### src/hw/dst_consts.vh
`ifndef DST_CONSTS_VH
`define DST_CONSTS_VH
// ----------------------------------------
// Frame and data widths
// ----------------------------------------
`define DST_SHIFT_W 32
`define DST_CHAN_N 5
`define DST_DATA_W 16
`define DST_CMD_W 4
`define DST_ADDR_W 4
// Command word field positions (low 24 bits of the shift register)
`define DST_CMD_HI 23
`define DST_CMD_LO 20
`define DST_ADDR_HI 19
`define DST_ADDR_LO 16
// Synchroniser reset: select high, SCK low, SDI high, toggle high, load high
`define DST_PIN_IDLE 5'h1d
// ----------------------------------------
// Frame lengths in bits
// ----------------------------------------
`define DST_FRAME_SHORT 24
`define DST_FRAME_LONG 32
// ----------------------------------------
// Command FIFO
// ----------------------------------------
`define DST_FIFO_W 24
`define DST_FIFO_DEPTH 16
`define DST_FIFO_AW 4
`endif

### src/hw/dst_fifo.v
`timescale 1ns/1ps
`default_nettype none
module dst_fifo #(
  parameter W = 24,
  parameter DEPTH = 16,
  parameter AW = 4
)
(
  // Clock and reset
  input wire sys_clk_i,
  input wire rst_b_i,
  // Write side
  input wire wr_valid_i,
  output wire wr_ready_o,
  input wire [W-1:0] wr_data_i,
  // Read side
  output wire rd_valid_o,
  input wire rd_ready_i,
  output reg [W-1:0] rd_data_o
);
  reg [W-1:0] mem [0:DEPTH-1];
  reg [AW:0] wr_ptr;
  reg [AW:0] rd_ptr;
  reg out_valid;
  wire [AW:0] used;
  wire mem_empty;
  wire load_out;
  wire [AW:0] held;
  assign used = wr_ptr - rd_ptr;
  assign mem_empty = (used == {(AW+1){1'b0}});
  // The output register is one of the DEPTH places, so full counts it too
  assign held = used + {{AW{1'b0}}, out_valid};
  assign wr_ready_o = (held != DEPTH[AW:0]);
  assign rd_valid_o = out_valid;
  // Output register refills whenever it is empty or being drained
  assign load_out = !mem_empty && (!out_valid || rd_ready_i);
  always @(posedge sys_clk_i)
  begin
    if (wr_valid_i && wr_ready_o)
    begin
      mem[wr_ptr[AW-1:0]] <= wr_data_i;
    end
  end
  always @(posedge sys_clk_i)
  begin
    if (!rst_b_i)
    begin
      wr_ptr <= {(AW+1){1'b0}};
      rd_ptr <= {(AW+1){1'b0}};
      out_valid <= 1'b0;
      rd_data_o <= {W{1'b0}};
    end
    else
    begin
      if (wr_valid_i && wr_ready_o)
      begin
        wr_ptr <= wr_ptr + 1'b1;
      end
      if (load_out)
      begin
        rd_data_o <= mem[rd_ptr[AW-1:0]];
        rd_ptr <= rd_ptr + 1'b1;
        out_valid <= 1'b1;
      end
      else if (rd_ready_i)
      begin
        out_valid <= 1'b0;
      end
    end
  end
endmodule
`default_nettype wire

### src/hw/dst_front_end.v
`timescale 1ns/1ps
`default_nettype none
`include "dst_consts.vh"
// Overview of operation
// - Toggle pin falling edge copies input register A to enabled DAC registers
// - Toggle pin rising edge copies input register B to enabled DAC registers
// - Toggle edges touch only channels whose toggle select bit is one
// - Serial input is shifted in on each SCK rising edge while selected
// - Frames of 24, 32 or multiples of 32 bits are all accepted
// - Serial output comes from the last stage of the 32-bit shift register
// - Serial output changes on the SCK falling edge after the 32nd rise
// - Serial output is high impedance while chip select/load is high
// - While chip select/load is low SCK shifts and serial output drives
// - Rising chip select/load stops shifting, releases output, runs command
// - Serial output allows echo readback or daisy chaining
// - Async load falling edge with select high updates all DAC registers
module dst_front_end
(
  // Clock and reset
  input wire sys_clk_i,
  input wire rst_b_i,
  // Serial pins
  input wire chip_select_load_i,
  input wire sck_i,
  input wire sdi_i,
  output reg sdo_o,
  output wire sdo_oe_o,
  // Update pins
  input wire toggle_pin_i,
  input wire async_load_pin_i,
  // Channel state
  input wire [`DST_CHAN_N-1:0] toggle_sel_i,
  input wire [`DST_CHAN_N*`DST_DATA_W-1:0] input_reg_a_i,
  input wire [`DST_CHAN_N*`DST_DATA_W-1:0] input_reg_b_i,
  output wire [`DST_CHAN_N*`DST_DATA_W-1:0] dac_reg_o,
  // Decoded commands
  output wire cmd_valid_o,
  input wire cmd_ready_i,
  output wire [`DST_CMD_W-1:0] cmd_code_o,
  output wire [`DST_ADDR_W-1:0] cmd_addr_o,
  output wire [`DST_DATA_W-1:0] cmd_data_o,
  output wire cmd_overflow_o
);
  // ----------------------------------------
  // Pin synchronisers
  // ----------------------------------------
  // Bit positions of the pins inside the synchroniser words
  localparam PIN_CSL = 0;
  localparam PIN_SCK = 1;
  localparam PIN_SDI = 2;
  localparam PIN_TGL = 3;
  localparam PIN_LD = 4;
  // SCK is sampled, not used as a clock: each SCK phase must span several
  // system clocks, so the link runs far slower than the pin itself could
  reg [4:0] sync1;
  reg [4:0] sync2;
  reg [4:0] last;
  always @(posedge sys_clk_i)
  begin
    if (!rst_b_i)
    begin
      sync1 <= `DST_PIN_IDLE;
      sync2 <= `DST_PIN_IDLE;
      last <= `DST_PIN_IDLE;
    end
    else
    begin
      sync1 <= {async_load_pin_i, toggle_pin_i, sdi_i, sck_i, chip_select_load_i};
      sync2 <= sync1;
      last <= sync2;
    end
  end
  wire csl = sync2[PIN_CSL];
  wire sck_rise = sync2[PIN_SCK] && !last[PIN_SCK];
  wire sck_fall = !sync2[PIN_SCK] && last[PIN_SCK];
  wire sdi = sync2[PIN_SDI];
  wire tgl_rise = sync2[PIN_TGL] && !last[PIN_TGL];
  wire tgl_fall = !sync2[PIN_TGL] && last[PIN_TGL];
  wire ld_fall = !sync2[PIN_LD] && last[PIN_LD];
  wire csl_rise = csl && !last[PIN_CSL];
  wire csl_fall = !csl && last[PIN_CSL];
  // ----------------------------------------
  // Shift register and serial output
  // ----------------------------------------
  reg [`DST_SHIFT_W-1:0] shreg;
  reg [5:0] bit_cnt;
  reg any_bits;
  always @(posedge sys_clk_i)
  begin
    if (!rst_b_i)
    begin
      shreg <= 32'h00000000;
      bit_cnt <= 6'h00;
      any_bits <= 1'b0;
    end
    else if (csl_fall)
    begin
      bit_cnt <= 6'h00;
      any_bits <= 1'b0;
    end
    else if (!csl && sck_rise)
    begin
      shreg <= {shreg[`DST_SHIFT_W-2:0], sdi};
      any_bits <= 1'b1;
      // Counting modulo 32 lets long frames keep a valid 24/32 alignment
      if (bit_cnt == 6'd31)
      begin
        bit_cnt <= 6'h00;
      end
      else
      begin
        bit_cnt <= bit_cnt + 6'h01;
      end
    end
  end
  // ----------------------------------------
  // Serial output
  // ----------------------------------------
  // Before the first fall of a frame SDO shows the top bit left by the
  // previous frame; a bit shifted in 32 rises ago leaves on the next fall
  always @(posedge sys_clk_i)
  begin
    if (!rst_b_i)
    begin
      sdo_o <= 1'b0;
    end
    else if (csl_fall)
    begin
      sdo_o <= shreg[`DST_SHIFT_W-1];
    end
    else if (!csl && sck_fall)
    begin
      sdo_o <= shreg[`DST_SHIFT_W-1];
    end
  end
  // Enable follows the synchronised select, so release lags the pin slightly
  assign sdo_oe_o = !csl;
  // ----------------------------------------
  // Frame end: command into the FIFO
  // ----------------------------------------
  // A 24-bit frame leaves the word in bits 23:0; a 32-bit multiple leaves
  // it in the same place with eight ignored bits above, so both take 23:0.
  wire frame_ok = any_bits && ((bit_cnt == 6'd24) || (bit_cnt == 6'd0));
  wire push = csl_rise && frame_ok;
  wire fifo_wr_ready;
  wire [`DST_FIFO_W-1:0] fifo_out;
  reg overflow;
  always @(posedge sys_clk_i)
  begin
    if (!rst_b_i)
    begin
      overflow <= 1'b0;
    end
    else if (push && !fifo_wr_ready)
    begin
      overflow <= 1'b1;
    end
  end
  assign cmd_overflow_o = overflow;
  dst_fifo #(
    .W(`DST_FIFO_W),
    .DEPTH(`DST_FIFO_DEPTH),
    .AW(`DST_FIFO_AW)
  ) u_fifo (
    .sys_clk_i(sys_clk_i),
    .rst_b_i(rst_b_i),
    .wr_valid_i(push),
    .wr_ready_o(fifo_wr_ready),
    .wr_data_i(shreg[`DST_FIFO_W-1:0]),
    .rd_valid_o(cmd_valid_o),
    .rd_ready_i(cmd_ready_i),
    .rd_data_o(fifo_out)
  );
  assign cmd_code_o = fifo_out[`DST_CMD_HI:`DST_CMD_LO];
  assign cmd_addr_o = fifo_out[`DST_ADDR_HI:`DST_ADDR_LO];
  assign cmd_data_o = fifo_out[`DST_DATA_W-1:0];
  // ----------------------------------------
  // DAC register updates
  // ----------------------------------------
  wire ld_go = ld_fall && csl;
  genvar ch;
  generate
    for (ch = 0; ch < `DST_CHAN_N; ch = ch + 1)
    begin : g_chan
      wire [`DST_DATA_W-1:0] word_a = input_reg_a_i[ch*`DST_DATA_W +: `DST_DATA_W];
      wire [`DST_DATA_W-1:0] word_b = input_reg_b_i[ch*`DST_DATA_W +: `DST_DATA_W];
      reg [`DST_DATA_W-1:0] dac_q;
      reg [`DST_DATA_W-1:0] next_dac;
      // Load outranks a toggle edge in the same cycle: it updates every channel
      always @*
      begin
        next_dac = dac_q;
        if (ld_go)
        begin
          next_dac = word_a;
        end
        else if (toggle_sel_i[ch] && tgl_fall)
        begin
          next_dac = word_a;
        end
        else if (toggle_sel_i[ch] && tgl_rise)
        begin
          next_dac = word_b;
        end
      end
      always @(posedge sys_clk_i)
      begin
        if (!rst_b_i)
        begin
          dac_q <= 16'h0000;
        end
        else
        begin
          dac_q <= next_dac;
        end
      end
      assign dac_reg_o[ch*`DST_DATA_W +: `DST_DATA_W] = dac_q;
    end
  endgenerate
endmodule
`default_nettype wire

### config.mk
export PLATFORM = sky130hd
export DESIGN_NAME = dst_front_end
export DESIGN_NICKNAME = d
export VERILOG_FILES = /design/src/hw/dst_fifo.v /design/src/hw/dst_front_end.v
export VERILOG_INCLUDE_DIRS = /design/src /design/src/hw
export SDC_FILE = /design/constraint.sdc
export NUM_CORES = 1
export LEC_CHECK = 0
export BUFFER_PORTS_ARGS = -buffer_cell sky130_fd_sc_hd__buf_4
export CAP_MARGIN = 10
export CORE_UTILIZATION = 25
export CTS_CLUSTER_DIAMETER = 80
export DETAILED_ROUTE_END_ITERATION = 10
export GPL_ROUTABILITY_DRIVEN = 0
export SLEW_MARGIN = 20
export SYNTH_ARGS = -nofsm -noshare
export SYNTH_HDL_FRONTEND = slang
export SYNTH_SLANG_ARGS = --single-unit
### constraint.sdc
create_clock -name sys_clk_i -period 7.9 [get_ports sys_clk_i]
set_clock_uncertainty 0.05 [all_clocks]
set_input_delay 0.395 -clock sys_clk_i [delete_from_list [all_inputs] [get_ports sys_clk_i]]
set_output_delay 0.395 -clock sys_clk_i [all_outputs]
set_load 0.005 [all_outputs]
==> qor.csv <==
metric;value;unit
outcome;completed;
Mapped Cells;1431;
Final HPWL DP;36350;um
PD cells;267.4;nW/um^2
RR Endpoint;u_fifo.mem[12][23]$_DFFE_PP_;
Syn Std Cell Area;21570;um^2
CP Launch Type;register;
H-Tree Depth;2;
Die Area;87470;um^2
r2r startpoint;u_fifo.rd_ptr[1]$_SDFFE_PN0P_;
Vias/cell;4.648;
design internal power;5.525;mW
syn avg cell area;15.07;um^2
CP max stage delay;700;ps
Tot GR Track Use;12.79;%
Final ANT Viol Nets;0;
synth top area cells;edfxtp_1 (53%), dfxtp_1 (16%), mux4_2 (13%), nand2_1 (3.6%), a311oi_1 (3.2%);
ANT cells;0;
Worst Path Buf+Inv;2;
most frequent cells in the layout;edfxtp_1 (384), buf_4 (307), nand2_1 (207);
Slew headroom;25.87;%
Top-Level Pins;281;
Layout Nets;2019;
CP startpoint;u_fifo.rd_ptr[1]$_SDFFE_PN0P_;
combinational share of power;20.7;%
Worst-Margin Slew;1110;ps
largest net degree at the start of global routing;82;
worst skew pair latency;650;ps
CTS tree;built;
drt drc;0;
maximum capacitance violations;0;
Yosys reg bits;554;
Worst Setup End Kind;register;
post-synthesis sequential area ratio;69.23;%
final hold viol count;0;
CTS sink cnt;554;
sequential power share;43.0;%
Initial Util;25.30;%
Die X;295.7;um
sw frac;26.97;%
Die H;295.7;um
crit-path cells;inv_1 > fa_1 > xor2_1 > nand2_1 > xnor3_1 > nor4b_4 > nor2_2 > and3_1 > buf_4;
Lkg Pwr;9.873;nW
Initial DRT Pass Iterations;5;
clk slew on worst S/H paths;60;ps
CTS max path bufs;3;
final setup fails;0;
first-pass GRT wire length;85100;um
net switching power;2.041;mW
wire length per cell;19.25;um
port bufs;280;
Core Area;85280;um^2
f_max;235.9;MHz
synthesized net count;1618;
maximum vdd drop;0.1839;mV
CP Capture Point;u_fifo.mem[12][23]$_DFFE_PP_;
Layout fillers;8206;
Yosys Warn Count;0;
top_reg_cell synth;edfxtp_1;
CP Max Fanout;36;
Hold WS;42.00;ps
Core Rows;107;
Distinct cells, synth;43;
grt ovf;0;
RSZ-0062 raised after global routing;false;
fin crit period;4240;ps
antenna violations before repair;0;
slowest stage cell, crit path;dfxtp_4;
Worst path depth;9;
CP top delay family;simple AND/OR/NAND/NOR gates;
overall routed net length;58270;um
Iter 0 DRT Violations;1224;
layout cells sized above 1;28.73;%
Clock power frac;36.4;%
share of the synthesized area in the top cell type;53.45;%
setup_tns;0;ps
Root Buffer;clkbuf_16;
Reg2Reg Setup Slack;3660;ps
worst min path class;in -> reg;
final cycle utilization of the critical path;53.67;%
WP data required;8150;ps
Via Count;14070;
vias in the first global route;14060;
Synth area leader;edfxtp_1;
PnR Total Power;7.566;mW
Post-synth EDFFs;384;
most common cell after layout, fill and taps aside;edfxtp_1;
Worst Setup Path Type;reg -> reg;
Arr. time, crit path;4490;ps
CTS Buf Count;59;
max-slew violation count;0;
reg2reg path depth;9;
area grow syn2layout;31.14;%
ys async rst share;0;%
## cell type report
type / count / area, um^2 / share of cell area, %
Tap cell: 1144 / 1431 / 5.060
Multi-Input combinational cell: 765 / 6274 / 22.18
Clock inverter: 31 / 335.3 / 1.185
Clock buffer: 81 / 1630 / 5.763
Inverter: 13 / 51.30 / 0.1813
Timing Repair Buffer: 439 / 3626 / 12.82
Sequential cell: 554 / 14940 / 52.82
## worst min path at each step
stage | startpoint | to | depth (start not counted)
5_1_grt | input_reg_b_i[7] | g_chan[0].dac_q[7]$_SDFFE_PN0P_ | 3
6_report | input_reg_a_i[71] | g_chan[4].dac_q[7]$_SDFFE_PN0P_ | 3
3_5_place_dp | sync1[3]$_SDFF_PN1_ | sync2[3]$_SDFF_PN1_ | 1
2_1_floorplan | sync1[0]$_SDFF_PN1_ | sync2[0]$_SDFF_PN1_ | 1
3_3_place_gp | sync1[3]$_SDFF_PN1_ | sync2[3]$_SDFF_PN1_ | 1
4_1_cts | input_reg_b_i[2] | g_chan[0].dac_q[2]$_SDFFE_PN0P_ | 3
## cell families (layout without fill, tap and decap cells)
logic type,after synthesis,after routing,share of synthesized area [%]
flip-flops,554,554,69.23
AND/OR/NAND/NOR,447,447,9.106
AO/OA/AOI/OAI,168,168,5.504
multiplexers,123,123,12.67
buffers and inverters,112,564,2.053
adder cells (fa/ha/maj),14,14,0.8468
XOR/XNOR,13,13,0.5916
## stage by stage
| step | setup WS (ps) | utilization [%] | cell area, um^2 | instances |
|---|---|---|---|---|
| CTS | 3671 | 33.16 | 28280 | 3027 |
| detailed placement | 3677 | 29.31 | 24990 | 2783 |
| finish | 3660 | 33.17 | 28290 | 3027 |
| global route | 3369 | 33.17 | 28290 | 3027 |
| floorplan | 3160 | - | 21570 | 1431 |
| global placement | 3689 | 29.29 | 24980 | 2783 |
## synthesized netlist by cell type (4+ instances only)
cell type and count:
o21ai_0 5, nor2_1 94, xor2_1 6, nand3_1 85
nand4_1 4, nand2_1 207, buf_1 7, and2_1 4
and3_1 16, buf_2 12, mux4_2 120, a311oi_1 80
ha_1 13, edfxtp_1 384, inv_1 12, xnor2_1 6
clkbuf_1 79, a21oi_1 70, dfxtp_1 170, nor2b_1 7
nand2b_1 15
## sequential cells by signal, summed over array words and instances, names as in the netlist, 4 cells and up
name	flops
sync2	5
shreg	32
u_fifo.rd_data_o	24
u_fifo.mem	384
g_chan.dac_q	80
u_fifo.wr_ptr	5
u_fifo.rd_ptr	5
bit_cnt	6
sync1	5
last	4
## worst register-to-register path, cell delays in order (launching register included)
cell	delay (ps)
dfxtp_4	700
inv_1	180
fa_1	490
xor2_1	340
nand2_1	100
xnor3_1	450
nor4b_4	110
nor2_2	440
and3_1	660
buf_4	400
## power groups by stage
stage	logic, mW	registers [mW]	clock network (mW)
final	1.56	3.25	2.75
after global routing	1.70	3.27	2.92
after CTS	1.59	3.26	2.83
after detailed placement	1.53	3.32	0
after global placement	1.52	3.32	0
after floorplan	1.00	3.26	0
## metal layers
layer / global-route usage (%) / up-vias / wire length, um
met5: 0 / - / 0
met4: 3.273 / 0 / 1302
met3: 3.133 / 84 / 5138
met2: 21.03 / 603 / 27310
met1: 16.79 / 7093 / 24530
li1: - / 6289 / -
## repair_timing
action / in CTS / in global routing
resized for setup: 0 / 0
setup buffers: 0 / 0
endpoints found under the hold margin: 83 / 0
hold buffers: 132 / 0
No activity file was read; power rests on OpenSTA's default activity.
